--- config.mk ---
export PLATFORM = sky130hd
export DESIGN_NAME = supv_event_mask
export DESIGN_NICKNAME = d
export VERILOG_FILES = /design/src/logic/supv_pkg.sv /design/src/logic/supv_if.sv /design/src/logic/supv_channel.sv /design/src/logic/supv_event_mask.sv
export SDC_FILE = /design/constraint.sdc
export NUM_CORES = 1
export LEC_CHECK = 0
export CORE_MARGIN = 8
export CORE_UTILIZATION = 40
export DETAILED_ROUTE_END_ITERATION = 7
export DONT_BUFFER_PORTS = 1
export PLACE_DENSITY = 0.53
export RECOVER_POWER = 25
export SLEW_MARGIN = 25
export SYNTH_ARGS = -nofsm -noshare
export SYNTH_HDL_FRONTEND = slang
export SYNTH_SLANG_ARGS = --single-unit
--- constraint.sdc ---
create_clock -name clk_sys -period 5.5 [get_ports clk_sys]
set_input_delay 0.275 -clock clk_sys [delete_from_list [all_inputs] [get_ports clk_sys]]
set_output_delay 0.275 -clock clk_sys [all_outputs]
set_load 0.01 [all_outputs]
--- src/logic/supv_pkg.sv ---
// constants and types shared by the supply supervisor event logic
// assumes a 100 MHz system clock; the comparators themselves sit outside
package supv_pkg;
    // clock period in ps
    localparam int CLK_PERIOD_PS = 10000;
    // settling mask in fast mode, in ns
    localparam int FAST_MASK_NS = 2000;
    // settling mask in normal mode, in ns
    localparam int NORMAL_MASK_NS = 150000;
    localparam int FAST_MASK_CYC = (FAST_MASK_NS * 1000) / CLK_PERIOD_PS;
    localparam int NORMAL_MASK_CYC = (NORMAL_MASK_NS * 1000) / CLK_PERIOD_PS;
    localparam int CNT_W = 16;
    localparam int NUM_SUP = 2;
    localparam int HIGH_IDX = 0;
    localparam int LOW_IDX = 1;

    // register indices on the plain register port
    localparam logic [3:0] REG_CTRL = 4'h0;
    localparam logic [3:0] REG_STATUS = 4'h1;
    localparam logic [3:0] REG_MASK = 4'h2;
    localparam logic [3:0] REG_STATE = 4'h3;

    // control field positions, per supervisor byte (high: 0, low: 8)
    localparam int CTRL_ENABLE = 0;
    localparam int CTRL_RESET_EN = 1;
    localparam int CTRL_KEEP = 2;
    localparam int CTRL_FAST = 3;
    localparam int CTRL_STRIDE = 8;
    // enabled, reset on event, normal mode, no keep
    localparam logic [7:0] CTRL_RESET_VAL = 8'h03;

    // power modes seen by the supervisors
    typedef enum logic [1:0] {
        PM_ACTIVE,
        PM_LIGHT,
        PM_DEEP
    } power_mode_e;
endpackage : supv_pkg

--- src/logic/supv_if.sv ---
// bundle between the top and one supervisor channel
// assumes one clock domain
`timescale 1ns/1ps
`default_nettype none
interface supv_if;
    logic enable;
    logic fast;
    logic keep;
    logic deep_lpm;
    logic restart;
    logic cmp_event;
    logic running;
    logic masking;
    logic event_hit;
    modport top (output enable, fast, keep, deep_lpm, restart, cmp_event,
                 input running, masking, event_hit);
    modport chan (input enable, fast, keep, deep_lpm, restart, cmp_event,
                  output running, masking, event_hit);
endinterface : supv_if
`default_nettype wire

--- src/logic/supv_channel.sv ---
// one supervisor channel: power gating and settling mask
// assumes cmp_event is already synchronised to clk_sys
`timescale 1ns/1ps
`default_nettype none
module supv_channel (
    // clock and reset
    input wire logic clk_sys,
    input wire logic rst,
    // link to the top
    supv_if.chan sif
);
    logic [supv_pkg::CNT_W-1:0] mask_cnt_q;
    logic [supv_pkg::CNT_W-1:0] mask_cnt_d;
    logic running_q;
    wire running_d;
    wire turn_on;
    wire [supv_pkg::CNT_W-1:0] mask_len;

    // off in deep modes unless kept running
    assign running_d = sif.enable & (sif.keep | ~sif.deep_lpm);
    assign turn_on = (running_d & ~running_q) | sif.restart;
    // mask length follows the mode at the moment of turn-on
    assign mask_len = sif.fast ?
        supv_pkg::CNT_W'(supv_pkg::FAST_MASK_CYC) :
        supv_pkg::CNT_W'(supv_pkg::NORMAL_MASK_CYC);
    always_comb
    begin
        mask_cnt_d = mask_cnt_q;
        if (turn_on & running_d)
            mask_cnt_d = mask_len;
        else if (~running_d)
            mask_cnt_d = '0;
        else if (mask_cnt_q != '0)
            mask_cnt_d = mask_cnt_q - 1'b1;
    end

    // reset clears the count; the mask starts on the first edge after it, since the comparators wake up enabled
    always_ff @(posedge clk_sys or posedge rst)
    begin
        if (rst)
        begin
            running_q <= 1'b0;
            mask_cnt_q <= '0;
        end
        else
        begin
            running_q <= running_d;
            mask_cnt_q <= mask_cnt_d;
        end
    end

    assign sif.running = running_q;
    assign sif.masking = mask_cnt_q != '0;
    assign sif.event_hit = running_q & (mask_cnt_q == '0) & sif.cmp_event;
endmodule : supv_channel
`default_nettype wire

--- src/logic/supv_event_mask.sv ---
// supply supervisor event masking, flags, reset request and pin float
// assumes comparator outputs are asynchronous pins; register port is local
`timescale 1ns/1ps
`default_nettype none
// Contract
// - fast mode masks events for 2 us
// - mask length depends on selected mode
// - unmasked event sets flag, optional reset
// - pins float on a hit and while a set flag's channel is masking
// - keep clear: comparators off in deep modes
// - keep set: comparators run in deep modes
// - reset or clear re-enables both supervisors
// - two independent high and low channels
module supv_event_mask (
    // clock and reset
    input wire logic clk_sys,
    input wire logic rst,
    // register port
    input wire logic [3:0] reg_addr,
    input wire logic [31:0] reg_wdata,
    input wire logic reg_wr,
    input wire logic reg_rd,
    output logic [31:0] reg_rdata,
    // system side
    input wire logic soft_power_up_clear,
    input wire logic deep_low_power_modes,
    input wire logic [1:0] cmp_raw,
    output logic por_request,
    output logic pins_float,
    output logic irq
);
    logic [1:0] cmp_s1_q;
    logic [1:0] cmp_s2_q;
    logic [7:0] ctrl_q [supv_pkg::NUM_SUP];
    logic [1:0] supervisor_event_flag_q;
    logic [1:0] irq_mask_q;
    logic por_q;
    logic float_q;
    logic irq_q;
    logic restart_q;
    logic [31:0] rdata_q;
    wire [1:0] hit;
    wire [1:0] masking;
    wire [1:0] running;
    wire status_rd;
    wire [1:0] flag_d;
    wire [31:0] rdata_d;
    wire irq_d;

    function automatic logic sel(input logic [3:0] a, input logic [3:0] r);
        sel = (a == r);
    endfunction : sel

    // comparator pins are asynchronous: two stages before use
    always_ff @(posedge clk_sys or posedge rst)
    begin
        if (rst)
        begin
            cmp_s1_q <= 2'h0;
            cmp_s2_q <= 2'h0;
        end
        else
        begin
            cmp_s1_q <= cmp_raw;
            cmp_s2_q <= cmp_s1_q;
        end
    end

    genvar g;
    generate
        for (g = 0; g < supv_pkg::NUM_SUP; g++)
        begin : g_chan
            supv_if sif();
            // per-channel control byte; soft clear forces enable back on
            always_ff @(posedge clk_sys or posedge rst)
            begin
                if (rst)
                    ctrl_q[g] <= supv_pkg::CTRL_RESET_VAL;
                else if (soft_power_up_clear)
                    ctrl_q[g][supv_pkg::CTRL_ENABLE] <= 1'b1;
                else if (reg_wr & sel(reg_addr, supv_pkg::REG_CTRL))
                    ctrl_q[g] <= reg_wdata[g*supv_pkg::CTRL_STRIDE +: 8];
            end
            assign sif.enable = ctrl_q[g][supv_pkg::CTRL_ENABLE];
            assign sif.fast = ctrl_q[g][supv_pkg::CTRL_FAST];
            assign sif.keep = ctrl_q[g][supv_pkg::CTRL_KEEP];
            assign sif.deep_lpm = deep_low_power_modes;
            assign sif.restart = restart_q;
            assign sif.cmp_event = cmp_s2_q[g];
            assign hit[g] = sif.event_hit;
            assign masking[g] = sif.masking;
            assign running[g] = sif.running;
            supv_channel u_chan (
                .clk_sys(clk_sys),
                .rst(rst),
                .sif(sif.chan)
            );
        end
    endgenerate

    // reading status clears it, but a new hit in that cycle wins
    assign status_rd = reg_rd & sel(reg_addr, supv_pkg::REG_STATUS);
    assign flag_d = hit | (supervisor_event_flag_q & {2{~status_rd}});
    // interrupt level follows the next flag value, so it changes in step with the flags
    assign irq_d = |(flag_d & irq_mask_q);
    // register map seen by software:
    //   index 0: control, low byte high side, next byte low side
    //            per byte: enable, reset enable, lowpower keep, fast mode
    //   index 1: status flags, bit 0 high side, bit 1 low side
    //            a read clears them, a hit in the read cycle survives
    //   index 2: interrupt mask of the same layout as the status flags
    //   index 3: channel state, running in bits 1:0, masking in bits 3:2
    //   any other index reads as zero and ignores writes
    // read data stand for exactly one cycle and are zero otherwise, so a
    // master that samples late sees zero rather than stale data
    assign rdata_d =
        sel(reg_addr, supv_pkg::REG_CTRL) ?
            {16'h0000, ctrl_q[supv_pkg::LOW_IDX],
             ctrl_q[supv_pkg::HIGH_IDX]} :
        sel(reg_addr, supv_pkg::REG_STATUS) ?
            {30'h0, supervisor_event_flag_q} :
        sel(reg_addr, supv_pkg::REG_MASK) ? {30'h0, irq_mask_q} :
        sel(reg_addr, supv_pkg::REG_STATE) ?
            {28'h0, masking, running} : 32'h0;

    // flags, reset request, pin float and interrupt
    always_ff @(posedge clk_sys or posedge rst)
    begin
        if (rst)
        begin
            supervisor_event_flag_q <= 2'h0;
            irq_mask_q <= 2'h0;
            por_q <= 1'b0;
            float_q <= 1'b0;
            irq_q <= 1'b0;
            restart_q <= 1'b1;
            rdata_q <= 32'h0;
        end
        else
        begin
            supervisor_event_flag_q <= flag_d;
            if (reg_wr & sel(reg_addr, supv_pkg::REG_MASK))
                irq_mask_q <= reg_wdata[1:0];
            por_q <= |(hit & {ctrl_q[1][supv_pkg::CTRL_RESET_EN],
                              ctrl_q[0][supv_pkg::CTRL_RESET_EN]});
            float_q <= |(flag_d & masking) | (|hit);
            irq_q <= irq_d;
            restart_q <= soft_power_up_clear;
            rdata_q <= reg_rd ? rdata_d : 32'h0;
        end
    end

    assign reg_rdata = rdata_q;
    assign por_request = por_q;
    assign pins_float = float_q;
    assign irq = irq_q;
endmodule : supv_event_mask
`default_nettype wire

# --- Yosys cells after proc, flatten, opt, wreduce, memory -nomap -nowiden ---
# Cells that the tools add are included.
word_totals:
  reg_bits: 78
  wordCells: 80
classes:
  n_addsub: 2
  eq_ne: 5
  muxes: 17
  n_bitwise: 28
  reduce_logical: 11
ops:
  columns: ["op", "count"]
  rows:
  - ["2-to-1 mux 16 bit", 8]
  - ["zero test 16 bit", 2]
  - ["nonzero test 16 bit", 2]
  - ["subtractor 16 x 1 -> 16 bit, second input constant", 2]
  - ["2-to-1 mux 14 bit", 2]
  - ["bitwise AND 1 bit", 13]
  - ["2-to-1 mux 4 bit", 3]
  - ["bitwise AND 2 bit", 4]
  - ["== test 4 x 2 -> 1 bit, second input constant", 2]
  - ["OR reduction 2 bit", 4]
  - ["inequality test 3 bit, second input constant", 2]
  - ["inverter 1 bit", 5]
  - ["bitwise OR 1 bit", 5]
  - ["== test 4 x 1 -> 1 bit, second input constant", 1]
  - ["zero test 4 bit", 1]
  - ["2-to-1 mux 1 bit", 4]
  - ["bitwise OR 2 bit", 1]
  - ["AND reduction 2 bit", 1]
  - ["nonzero test 2 bit", 1]

# --- Depth between registers and ports, before layout ---
# Gate-level depths: netlist (run 1).
logic_depth:
  ltp_word: 8
  ltp_mapped: 7
  mapped_depth_nobuf: 6

# --- Hierarchy ---
# Synthesis (run 1) repeated with hierarchy kept, for this count alone.
unflattened:
  cells_unflattened: 351
  area_unflattened_um2: 3898.7
by_module_without_submodules:
  columns: ["mod", "instances", "cells_per_inst", "area_per_inst_um2"]
  rows:
  - ["supv_channel", 2, 108, 1034.7]
  - ["supv_event_mask", 1, 135, 1829.3]

# --- Least setup slack after synthesis (run 1) ---
# OpenSTA, ideal clock, no wires.
synth_path:
  path_type: "register to register"
  start: "register g_chan[0].u_chan.mask_cnt_q[0] in the netlist's numbering"
  end: "register g_chan[0].u_chan.mask_cnt_q[8] in the netlist's numbering"
  t_arrival_ns: 1.853
  required_ns: 5.422
  slack_ns: 3.569
  stages_incl_launch_ff: 7
  period_less_slack_ns: 1.931
  path_cell_list: "dfrtp_1 -> inv_1 -> ha_1 -> or3b_1 -> or4_1 -> or3_1 -> a21oi_1"
synth_between:
  elab_chain_cells: 4
synth_rtl:
  columns: ["item", "line_no", "text"]
  rows:
  - ["start: declaration", "supv_channel.sv:12", "logic [supv_pkg::CNT_W-1:0] mask_cnt_q;"]
  - ["start signal: assignment", "supv_channel.sv:48", "mask_cnt_q <= mask_cnt_d;"]
  - ["subtractor 16 x 1 -> 16 bit", "supv_channel.sv:34", "mask_cnt_d = mask_cnt_q - 1'b1;"]
  - ["2-to-1 mux 16 bit", "supv_channel.sv:33", "else if (mask_cnt_q != '0)"]
  - ["2-to-1 mux 16 bit", "supv_channel.sv:31", "else if (~running_d)"]
  - ["2-to-1 mux 16 bit", "supv_channel.sv:29", "if (turn_on & running_d)"]
# Several ways; a longest one is shown, not always the timed one. The select of a mux whose other input is x is not followed.
# A chain may end at the register's enable or synchronous reset.

# --- Worst setup path in the final report (run 1) ---
layout_path:
  start: "register g_chan[0].u_chan.mask_cnt_q[0] in the netlist's numbering"
  end: "register irq_q, in the netlist irq"
layout_between:
  elab_chain_cells: 6
layout_rtl:
  columns: ["item", "line_no", "text"]
  rows:
  - ["zero test 16 bit", "supv_channel.sv:54", "assign sif.event_hit = running_q & (mask_cnt_q == '0) & sif.cmp_event;"]
  - ["bitwise AND 1 bit (2 in series)", "supv_channel.sv:54", null]
  - ["bitwise OR 2 bit", "supv_event_mask.sv:103", "assign flag_d = hit | (supervisor_event_flag_q & {2{~status_rd}});"]
  - ["via flag_d[0]", "supv_event_mask.sv:46", "wire [1:0] flag_d;"]
  - ["bitwise AND 2 bit", "supv_event_mask.sv:105", "assign irq_d = |(flag_d & irq_mask_q);"]
  - ["OR reduction 2 bit", "supv_event_mask.sv:105", null]
  - ["via irq_d", "supv_event_mask.sv:48", "wire irq_d;"]
  - ["end signal: assignment", "supv_event_mask.sv:147", "irq_q <= irq_d;"]
  - ["end: declaration", "supv_event_mask.sv:39", "logic irq_q;"]
# The timed path passes the listed nets, and every way through them passes these cells.

==> results of run 1 <==
-- worst max-delay path, delay by kind of cell (launching register included) --
family,cells,cell delay [ns]
AOI/OAI and AO/OA,2,0.52
adders and majority gates,1,0.17
buffers and inverters,1,0.10
DFF,1,0.40
and+or+nand+nor,2,0.97
-- routing by layer --
layer	part of all wire [%]	routed length, microns
met1	45	3555
met2	45	3523
met3	9.0	709
met4	0.80	63
met5	0	0
-- timing repair --
action	4_1_cts	5_1_grt
hold buffers	5	0
hold endpoints to repair	4	0
endpoints found under the setup margin	0	0
setup buffers	0	0
-- through the flow --
| stage | worst slack [ns] | total power [W] | instance area, sq um |
|---|---|---|---|
| after floorplan | 3.238 | 0.0009624 | 3734 |
| after global placement | 3.270 | 0.001018 | 3726 |
| after detailed placement | 3.292 | 0.001023 | 3726 |
| after CTS | 3.266 | 0.001511 | 3996 |
| after global routing | 3.120 | 0.001574 | 4005 |
| final | 3.262 | 0.001488 | 4005 |
-- cell usage in the layout, fill, tap and decap left out, types with 9 or more instances in the layout --
cell | Yosys | final
xor2_1 | 11 | 11
inv_1 | 12 | 11
mux2_2 | 17 | 17
a21oi_1 | 20 | 20
and2_1 | 11 | 11
o21ai_0 | 13 | 13
nor2_1 | 20 | 20
dfrtp_1 | 73 | 73
nand2_1 | 20 | 20
nand2b_1 | 9 | 9
clkbuf_8 | 0 | 9
conb_1 | 1 | 16
-- registers in the layout, summed over array words and instances, names as in the netlist --
register,cells
reg_rdata,16
pins_float,1
g_chan.sif.restart,1
irq,1
supervisor_event_flag_q,2
cmp_s2_q,2
por_request,1
ctrl_q,16
cmp_s1_q,2
g_chan.u_chan.mask_cnt_q,32
g_chan.u_chan.sif.running,2
irq_mask_q,2
-- cell type report --
class                           instances  area (sq um)
Multi-Input combinational cell        240          1573
Clock inverter                          7         96.34
Timing Repair Buffer                    7         68.82
Sequential cell                        78          1958
Clock buffer                            9         123.9
Inverter                               12         46.29
Tap cell                              111         138.9
Fill cell                             869          5060
-- logic make-up (layout without fill, tap and decap cells) --
logic type                 after synthesis  in the layout  share of synthesized area, %
and+or+nand+nor                        130            130                         21.16
DFF                                     78             78                         53.25
AOI/OAI and AO/OA                       57             57                         9.527
buffers and inverters                   37             35                         5.648
muxes                                   21             21                         6.295
xor gates and xnor gates                14             14                         3.335
adders and majority gates                2              2                        0.6804
other                                    1             16                        0.1020
-- worst min-delay path by stage --
stage / startpoint / endpoint / slack, ns / depth (start not counted)
6_report: rst / reg_rdata[6]$_DFF_PP0_ / 0.02 / 2
5_1_grt: soft_power_up_clear / ctrl_q[0]$_DFFE_PP1P_ / 0.02 / 1
4_1_cts: soft_power_up_clear / ctrl_q[0]$_DFFE_PP1P_ / 0.01 / 1
2_1_floorplan: soft_power_up_clear / g_chan[0].sif.restart$_DFF_PP1_ / 0.28 / 0
3_5_place_dp: soft_power_up_clear / g_chan[0].sif.restart$_DFF_PP1_ / 0.28 / 0
3_3_place_gp: soft_power_up_clear / g_chan[0].sif.restart$_DFF_PP1_ / 0.28 / 0
-- power by group through the flow --
stage	Sequential, W	Clock [W]	Combinational [W]
after floorplan	0.000718	0	0.000244
final	0.000726	0.000474	0.000288
after global routing	0.000740	0.000510	0.000323
after detailed placement	0.000738	0	0.000285
after global placement	0.000734	0	0.000283
after CTS	0.000727	0.000495	0.000290
==> results by group, run 1 <==
Run status
  • Status: complete, no violations

Pwr
  • P_int: 0.001035 W
  • Power per Cell Area: 371.5 mW/mm^2
  • Pleak: 1.744 nW
  • Switching share of total power: 30.45%
  • Logic gate share of total power: 19.4%
  • Seq pwr share: 48.8%
  • Clk network pwr share: 31.8%
  • P_sw: 0.0004530 W
  • Max VDD drop: 0.1362 mV

Global route
  • Initial antenna violation count: 0
  • Largest net degree at the start of global routing: 79
  • Grt met1 use: 16.73%
  • GRT overflow: 0
  • GR peak layer: met2
  • Vias in the first global route: 2511
  • Met2 Usage GRT: 19.18%
  • First-pass GRT wire length: 13110 microns
  • Met3 usage: 5.357%
  • GRT Overall Usage: 13.02%

CTS
  • Reg clk slew, reported paths: 0.09 ns
  • Worst-Skew Late Latency: 0.34 ns
  • H-tree levels: 3
  • CTS tree: yes
  • PostCTS Resize Cnt: 0
  • Root Buffer: clkbuf_8
  • CTS max path bufs: 2
  • CTS Buf Count: 9
  • CTS Sinks: 78

Worst setup path
  • Reg2reg setup slack: 3.26 ns
  • Worst EP arrival: 2.51 ns
  • Setup crit start: g_chan[0].u_chan.mask_cnt_q[0]$_DFFE_PP0P_
  • R2r startpoint: g_chan[0].u_chan.mask_cnt_q[0]$_DFFE_PP0P_
  • Critical path required time: 5.77 ns
  • Crit path launch type: register
  • R2R Path End: irq$_DFF_PP0_
  • CP cell instances: inv_1 > ha_1 > nor3b_2 > nand4_1 > o21ai_1 > a22o_1
  • WS Path Type: register to register
  • Critical Path End Type: register
  • Crit path capture: irq$_DFF_PP0_
  • CP max stage delay: 0.51 ns
  • Critical-path maximum fanout: 9
  • Reg2reg path depth: 6
  • Slowest cell on crit path: nand4_1

Placement
  • Dpl cells: 443
  • Routability cong.: 0.8063
  • HPWL after detailed placement: 5592 microns
  • IO Port Bufs: 0

Logic synthesis
  • Top area cells in the synthesized netlist: dfrtp_1 50%, mux2_2 5.2%, dfstp_2 3.6%, buf_4 3.3%, a21oi_1 2.7%
  • Post-synth EDFFs: 0
  • Synth top cells by count: 73 x dfrtp_1, 20 x a21oi_1, 20 x nand2_1, 20 x nor2_1, 17 x mux2_2
  • Most frequent cell after synthesis: dfrtp_1
  • Cell taking the most area after synthesis: dfrtp_1
  • Distinct cell type count after synthesis: 53
  • Mapped Area: 0.003677 sq mm
  • Register area share after synthesis: 53.25%
  • Synth Register Bits: 78
  • Yosys warns: 0
  • Share of the synthesized area in the top cell type: 49.68%
  • Async SR Flop Fraction: 100.0%
  • Synth Instances: 340
  • Syn Area/Cell: 10.82 sq um
  • Ys flop type: dfrtp_1

STA
  • Final setup TNS: 0 ns
  • Final setup vio count: 0
  • RSZ-0062 raised after global routing: no
  • Final min period: 2.238 ns
  • Tcrit/Tclk final: 40.69%
  • Slew Viols, Final: 0
  • Fin. Hold Viols: 0
  • WHS: 0.01896 ns
  • Max_slew headroom: 53.59%
  • Worst Tran Pin Value: 0.6961 ns
  • Fmax: 446.8 MHz
  • Post-Route Skew: 0.01303 ns

Final layout
  • Fin nets: 394
  • Layout area overhead: 8.915%
  • Final Non-Filler Cells: 464
  • Share of cells above drive strength 1: 14.45%
  • N_diodes: 0
  • Util after Layout: 44.18%

Die
  • Starting Density: 40.57%
  • Height of the die: 111.9 microns
  • Core area: 0.009065 sq mm
  • Die X: 111.9 microns
  • Row count: 35
  • Die area: 0.01252 sq mm
  • Ports: 79

Route
  • Final ANT Viol Nets: 0
  • Residual DRC count: 0
  • Vias/cell: 5.287
  • Final WL: 7851 microns
  • Routed len/inst: 16.92 microns
  • Drt first-iter violations: 134
  • Initial DRT Pass Iterations: 4
  • Routed vias: 2453

Run
  • Max-Cap Viols: 0

Hold path
  • Worst hold path class: input port to async pin
No activity file was read; power rests on OpenSTA's default activity.
==> inputs of run 2 (changes only) <==
Settings changed: PLACE_DENSITY 0.53 to 0.55.
Clock period 5.5 ns to 1.9 ns, I/O delays scaled along.
==> run 2 against run 1 <==
- the run now ends with negative setup slack left
- largest power group unchanged
- sequential share of layout area down 4.8 points
- die area stayed put
- largest cell class unchanged
- critical path depth is the same
- highest routed layer unchanged
- critical endpoint is now g_chan[0].u_chan.mask_cnt_q[8]$_DFFE_PP0P_
==> results by group, run 2 (synthesis results as in run 1) <==
Final layout
  • Util after Layout: 48.94% (was 44.18%)
  • Commonest non-fill, non-tap cell in the layout: dfrtp_1 (unchanged)
  • Fin nets: 441 (was 394)
  • Most frequent cells in the layout: 73 x dfrtp_1, 27 x buf_4, 26 x dlygate4sd3_1 (was 73 x dfrtp_1, 20 x nor2_1, 20 x nand2_1, 20 x a21oi_1, 17 x mux2_2)
  • Top reg by flops: g_chan.u_chan.mask_cnt_q (unchanged)
  • Share of cells above drive strength 1: 21.00% (was 14.45%)
  • Final Cell Area: 0.004437 sq mm (was 0.004005 sq mm)
  • Max reg flops: 32 (unchanged)
  • Layout area overhead: 20.65% (was 8.915%)
  • N_diodes: 0 (unchanged)

Placement
  • IO Port Bufs: 0 (unchanged)
  • Pre-CTS WS: -0.01534 ns (was 3.292 ns)
  • Post-DP Area: 0.003924 sq mm (was 0.003726 sq mm)
  • Routability cong.: 0.7886 (was 0.8063)
  • HPWL after detailed placement: 5954 microns (was 5592 microns)

Worst setup path
  • Worst path bufs/invs: 1 (unchanged)
  • CP max stage delay: 0.41 ns (was 0.51 ns)
  • Crit path launch type: register (unchanged)
  • Critical Path End Type: register (unchanged)
  • CP cell instances: inv_2 > ha_4 > or3b_4 > or4_4 > or3_1 > a21oi_1 (was inv_1 > ha_1 > nor3b_2 > nand4_1 > o21ai_1 > a22o_1)
  • WP depth: 6 (unchanged)
  • Reg2reg path depth: 6 (unchanged)
  • Worst EP arrival: 2.18 ns (was 2.51 ns)
  • Critical path's top delay family: simple AND/OR/NAND/NOR gates (unchanged)
  • Slowest cell on crit path: or4_4 (was nand4_1)
  • WS Path Type: register to register (unchanged)
  • Critical-path maximum fanout: 3 (was 9)
  • Reg2reg setup slack: -0.0003 ns (was 3.26 ns)
  • Critical path required time: 2.18 ns (was 5.77 ns)

CTS
  • Worst-Skew Late Latency: 0.35 ns (was 0.34 ns)
  • H-tree levels: 3 (unchanged)
  • CTS tree: yes (unchanged)
  • Reg clk slew, reported paths: 0.09 ns (about the same)
  • CTS Sinks: 78 (unchanged)
  • Root Buffer: clkbuf_8 (unchanged)
  • CTS Buf Count: 9 (unchanged)
  • CTS max path bufs: 2 (unchanged)

Global route
  • GRT overflow: 0 (unchanged)
  • GRT Overall Usage: 13.93% (was 13.02%)
  • First-pass GRT wire length: 14080 microns (was 13110 microns)
  • Largest net degree at the start of global routing: 30 (was 79)
  • Vias in the first global route: 2833 (was 2511)
  • Initial antenna violation count: 0 (unchanged)

Pwr
  • Max VDD drop: 0.4346 mV (was 0.1362 mV)
  • Final Total Pwr: 0.004376 W (was 0.001488 W)
  • P_int: 0.003027 W (was 0.001035 W)
  • Switching share of total power: 30.83% (was 30.45%)
  • Pleak: 1.949 nW (was 1.744 nW)
  • P_sw: 0.001349 W (was 0.0004530 W)
  • Logic gate share of total power: 23.9% (was 19.4%)
  • Seq pwr share: 48.3% (was 48.8%)
  • Power per Cell Area: 986.2 mW/mm^2 (was 371.5 mW/mm^2)
  • Clk network pwr share: 27.8% (was 31.8%)

Route
  • Final ANT Viol Nets: 0 (unchanged)
  • Vias/cell: 5.288 (was 5.287)
  • Drt first-iter violations: 119 (was 134)
  • Final WL: 8227 microns (was 7851 microns)
  • Routed vias: 2702 (was 2453)
  • Initial DRT Pass Iterations: 4 (unchanged)
  • Routed len/inst: 16.10 microns (was 16.92 microns)
  • Residual DRC count: 0 (unchanged)

Die
  • Height of the die: 111.9 microns (unchanged)
  • Ports: 79 (unchanged)
  • Row count: 35 (unchanged)
  • Core area: 0.009065 sq mm (unchanged)
  • Starting Density: 40.57% (unchanged)
  • Die area: 0.01252 sq mm (unchanged)
  • Die X: 111.9 microns (unchanged)

Hold path
  • Worst hold path class: input port to register (was input port to async pin)
  • WHS Path Cells: 2

Run status
  • Status: finished, violations left (was complete, no violations)
  • Failing checks: negative setup slack

STA
  • Setup ws final: -0.0003482 ns (was 3.262 ns)
  • Slew Viols, Final: 0 (unchanged)
  • RSZ-0062 raised after global routing: yes (was no)
  • Final min period: 1.900 ns (was 2.238 ns)
  • Tcrit/Tclk final: 100.0% (was 40.69%)
  • Fmax: 526.2 MHz (was 446.8 MHz)
  • Max_slew headroom: 13.89% (was 53.59%)
  • Final setup vio count: 1 (was 0)
  • Worst Tran Pin Value: 1.285 ns (was 0.6961 ns)
  • Post-Route Skew: 0.01882 ns (was 0.01303 ns)
  • Fin. Hold Viols: 0 (unchanged)

Run
  • Max-Cap Viols: 0 (unchanged)
## run 2: cell types whose count changed in the layout (fill, tap and decap cells not counted), moves of 2 or more
| cell | change |
|---|---|
| ha_1 | -2 |
| buf_4 | +26 |
| clkbuf_1 | +2 |
| dlygate4sd3_1 | +21 |
## run 2: area by class of cell
cell class              count  area [sq um]
fillers                   840          4628
flip-flops and latches     78          1958
multi-input cells         240          1619
repair buffers             54         483.0
well taps                 111         138.9
clock buffers              11         131.4
clock inverters             5         60.06
inverters                  12         46.29
## run 2: power by group through the flow
stage	registers, W	logic (W)	clock network [W]
after floorplan	0.00208	0.000708	0
after global placement	0.00213	0.000947	0
after detailed placement	0.00214	0.000957	0
after CTS	0.00211	0.00102	0.00126
after global routing	0.00215	0.00118	0.00133
final	0.00212	0.00105	0.00121
## run 2: final timing paths
check	from	to
worst max-delay path	g_chan[0].u_chan.mask_cnt_q[0]$_DFFE_PP0P_	g_chan[0].u_chan.mask_cnt_q[8]$_DFFE_PP0P_
worst min-delay path	reg_addr[0]	reg_rdata[0]$_DFF_PP0_
worst max register to register	g_chan[0].u_chan.mask_cnt_q[0]$_DFFE_PP0P_	g_chan[0].u_chan.mask_cnt_q[8]$_DFFE_PP0P_
worst min register to register	cmp_s1_q[0]$_DFF_PP0_	cmp_s2_q[0]$_DFF_PP0_
max in group asynchronous	rst	reg_rdata[12]$_DFF_PP0_
min in group asynchronous	rst	reg_rdata[2]$_DFF_PP0_
## run 2: repair_timing
| action | in CTS | in global routing |
|---|---|---|
| hold buffers | 26 | 0 |
| hold endpoints to repair | 47 | 0 |
| resized for setup | 1 | 10 |
| endpoints found under the setup margin | 2 | 19 |
| pin swaps | 1 | 1 |
| buffers inserted | 1 | 1 |
## run 2: metal layers
metal	part of all wire, %	global-route usage [%]
met2	46	21.61
met3	7.2	5.195
met5	0	0
met4	2.1	5.652
met1	45	17.11
## run 2: per-stage QoR
step | setup TNS, ns | cells | hold slack, ns
finish | -0.0003482 | 511 | 0.01338
global placement | 0 | 467 | 0.07421
detailed placement | -0.01534 | 467 | 0.07547
CTS | 0 | 510 | 0.007808
global route | -0.1093 | 511 | 0.005942
floorplan | 0 | 355 | 0.09948
==> inputs of run 3 (changes only) <==
Settings changed: PLACE_DENSITY 0.55 to 0.53.
Clock period 1.9 ns to 2 ns, I/O delays scaled along.
==> run 3 against run 2 <==
- the flow now finishes without violations
- global-route usage grew 0.21 points
- non-clock buffer count up 3
- combinational power decreased by 6%
- clock skew is 0.0028 ns lower
- power decreased by 6.2%
- fmax fell by 4.0%
- highest routed layer unchanged
==> results by group, run 3 (synthesis results as in run 1) <==
Die
  • Die area: 0.01252 sq mm (unchanged)
  • Height of the die: 111.9 microns (unchanged)
  • Die X: 111.9 microns (unchanged)
  • Ports: 79 (unchanged)
  • Core area: 0.009065 sq mm (unchanged)
  • Row count: 35 (unchanged)
  • Starting Density: 40.57% (unchanged)

STA
  • Fin. Hold Viols: 0 (unchanged)
  • Final setup vio count: 0 (was 1)
  • Final min period: 1.980 ns (was 1.900 ns)
  • Setup ws final: 0.01989 ns (was -0.0003482 ns)
  • Tcrit/Tclk final: 99.01% (was 100.0%)
  • RSZ-0062 raised after global routing: yes (unchanged)
  • Worst Tran Pin Value: 0.9504 ns (was 1.285 ns)
  • Max_slew headroom: 36.64% (was 13.89%)
  • Slew Viols, Final: 0 (unchanged)
  • Fmax: 505.0 MHz (was 526.2 MHz)
  • Post-Route Skew: 0.01605 ns (was 0.01882 ns)

Worst setup path
  • R2R Path End: g_chan[0].u_chan.mask_cnt_q[8]$_DFFE_PP0P_ (unchanged)
  • Crit path capture: g_chan[0].u_chan.mask_cnt_q[8]$_DFFE_PP0P_ (unchanged)
  • Critical path required time: 2.28 ns (was 2.18 ns)
  • Critical-path maximum fanout: 2 (was 3)
  • Worst EP arrival: 2.26 ns (was 2.18 ns)
  • R2r startpoint: g_chan[0].u_chan.mask_cnt_q[0]$_DFFE_PP0P_ (unchanged)
  • WS Path Type: register to register (unchanged)
  • Reg2reg path depth: 6 (unchanged)
  • Critical Path End Type: register (unchanged)
  • Reg2reg setup slack: 0.02 ns (was -0.0003 ns)
  • Crit path launch type: register (unchanged)
  • Setup crit start: g_chan[0].u_chan.mask_cnt_q[0]$_DFFE_PP0P_ (unchanged)

Final layout
  • Fin nets: 444 (was 441)
  • Most frequent cells in the layout: 73 x dfrtp_1, 28 x dlygate4sd3_1, 27 x buf_4 (was 73 x dfrtp_1, 27 x buf_4, 26 x dlygate4sd3_1)
  • Layout area overhead: 19.84% (was 20.65%)
  • FILL cells: 835 (was 840)
  • Commonest non-fill, non-tap cell in the layout: dfrtp_1 (unchanged)
  • Final Cell Area: 0.004407 sq mm (was 0.004437 sq mm)
  • Max reg flops: 32 (unchanged)
  • Top reg by flops: g_chan.u_chan.mask_cnt_q (unchanged)
  • Util after Layout: 48.61% (was 48.94%)
  • Share of cells above drive strength 1: 19.35% (was 21.00%)
  • N_diodes: 0 (unchanged)

CTS
  • CTS Buf Count: 9 (unchanged)
  • CTS tree: yes (unchanged)
  • CTS Sinks: 78 (unchanged)
  • Reg clk slew, reported paths: 0.09 ns (about the same)
  • CTS max path bufs: 2 (unchanged)
  • Worst-Skew Late Latency: 0.35 ns (about the same)
  • Root Buffer: clkbuf_8 (unchanged)
  • H-tree levels: 3 (unchanged)

Pwr
  • Clk network pwr share: 27.2% (was 27.8%)
  • Power per Cell Area: 931.8 mW/mm^2 (was 986.2 mW/mm^2)
  • Seq pwr share: 48.7% (was 48.3%)
  • Max VDD drop: 0.4461 mV (was 0.4346 mV)
  • P_int: 0.002806 W (was 0.003027 W)
  • Pleak: 1.949 nW (about the same)
  • Switching share of total power: 31.66% (was 30.83%)
  • P_sw: 0.001300 W (was 0.001349 W)
  • Logic gate share of total power: 24.1% (was 23.9%)

Route
  • Vias/cell: 5.241 (was 5.288)
  • Routed len/inst: 16.44 microns (was 16.10 microns)
  • Residual DRC count: 0 (unchanged)
  • Final ANT Viol Nets: 0 (unchanged)
  • Initial DRT Pass Iterations: 4 (unchanged)
  • Final WL: 8448 microns (was 8227 microns)
  • Drt first-iter violations: 125 (was 119)
  • Routed vias: 2694 (was 2702)

Placement
  • Routability cong.: 0.7971 (was 0.7886)
  • Post-DP Area: 0.003901 sq mm (was 0.003924 sq mm)
  • IO Port Bufs: 0 (unchanged)
  • HPWL after detailed placement: 5947 microns (was 5954 microns)
  • Pre-CTS WS: 0.003559 ns (was -0.01534 ns)

Global route
  • First-pass GRT wire length: 14200 microns (was 14080 microns)
  • Initial antenna violation count: 0 (unchanged)
  • GRT overflow: 0 (unchanged)
  • Largest net degree at the start of global routing: 28 (was 30)
  • GRT Overall Usage: 14.14% (was 13.93%)
  • Vias in the first global route: 2831 (was 2833)

Run
  • Max-Cap Viols: 0 (unchanged)

Hold path
  • Worst hold path class: input port to register (unchanged)

Run status
  • Status: complete, no violations (was finished, violations left)
-- run 3: changes by cell type in the layout (fill, tap and decap cells not counted), sizes merged --
| cell | change |
|---|---|
| dlygate4sd3 | +2 |
| clkbuf | +3 |
| clkinv | -1 |
| buf | -1 |
| bufinv | -1 |
| inv | +1 |
-- run 3: how the worst min path moves through the flow --
stage                              from                         endpoint  slack (ns)  cells past startpoint
CTS                              reg_wr        irq_mask_q[0]$_DFFE_PP0P_        0.03                      2
detailed placement                  rst           reg_rdata[4]$_DFF_PP0_       -0.09                      1
finish                           reg_wr        irq_mask_q[0]$_DFFE_PP0P_        0.05                      2
floorplan           soft_power_up_clear  g_chan[0].sif.restart$_DFF_PP1_        0.10                      0
global route                     reg_wr        irq_mask_q[0]$_DFFE_PP0P_        0.06                      2
global placement                    rst           reg_rdata[4]$_DFF_PP0_       -0.09                      1
-- run 3: worst max-delay path, cell delays in order (launching register included) --
cell     delay (ns)
dfrtp_1        0.41
inv_2          0.07
ha_1           0.15
or3b_1         0.36
or4_1          0.48
or3_1          0.33
a21oi_2        0.13
-- run 3: power by group through the flow --
stage | sequential, W | combinational [W] | clock [W]
global route | 0.00203 | 0.00111 | 0.00121
CTS | 0.00199 | 0.000980 | 0.00116
floorplan | 0.00198 | 0.000671 | 0
detailed placement | 0.00202 | 0.000914 | 0
global placement | 0.00202 | 0.000909 | 0
finish | 0.00200 | 0.000990 | 0.00112
-- run 3: cell type report --
type	count	area, sq um	share of cell area [%]
sequential	78	1958	44.43
multi-input combinational	240	1587	36.00
clock inverter	4	30.03	0.6814
timing repair buffer	57	491.7	11.16
inverter	12	46.29	1.051
clock buffer	12	155.1	3.521
tap	111	138.9	3.152
-- run 3: layer usage --
| metal | vias to the layer above | share of wire (%) | track usage (%) | wire, microns |
|---|---|---|---|---|
| met5 | - | 0 | 0 | 0 |
| met4 | 0 | 1.4 | 5.196 | 119 |
| met3 | 9 | 6.9 | 5.032 | 582 |
| met2 | 60 | 47 | 22.82 | 3967 |
| met1 | 1319 | 45 | 16.97 | 3778 |
| li1 | 1306 | - | - | - |
-- run 3: through the flow --
step / instances / TNS (ns) / hold WS [ns] / power (W)
2_1_floorplan: 355 / 0 / 0.1045 / 0.002647
3_3_place_gp: 466 / 0 / -0.08581 / 0.002925
3_5_place_dp: 466 / 0 / -0.08549 / 0.002937
4_1_cts: 512 / 0 / 0.02751 / 0.004128
5_1_grt: 514 / -0.06114 / 0.05664 / 0.004345
6_report: 514 / 0 / 0.04723 / 0.004106
-- run 3: what timing repair did --
item	CTS	global route
setup endpoints to repair	1	7
hold buffers	28	0
pin swaps	1	0
endpoints found under the hold margin	100	0
gates resized for setup	2	2
buffers inserted	2	2
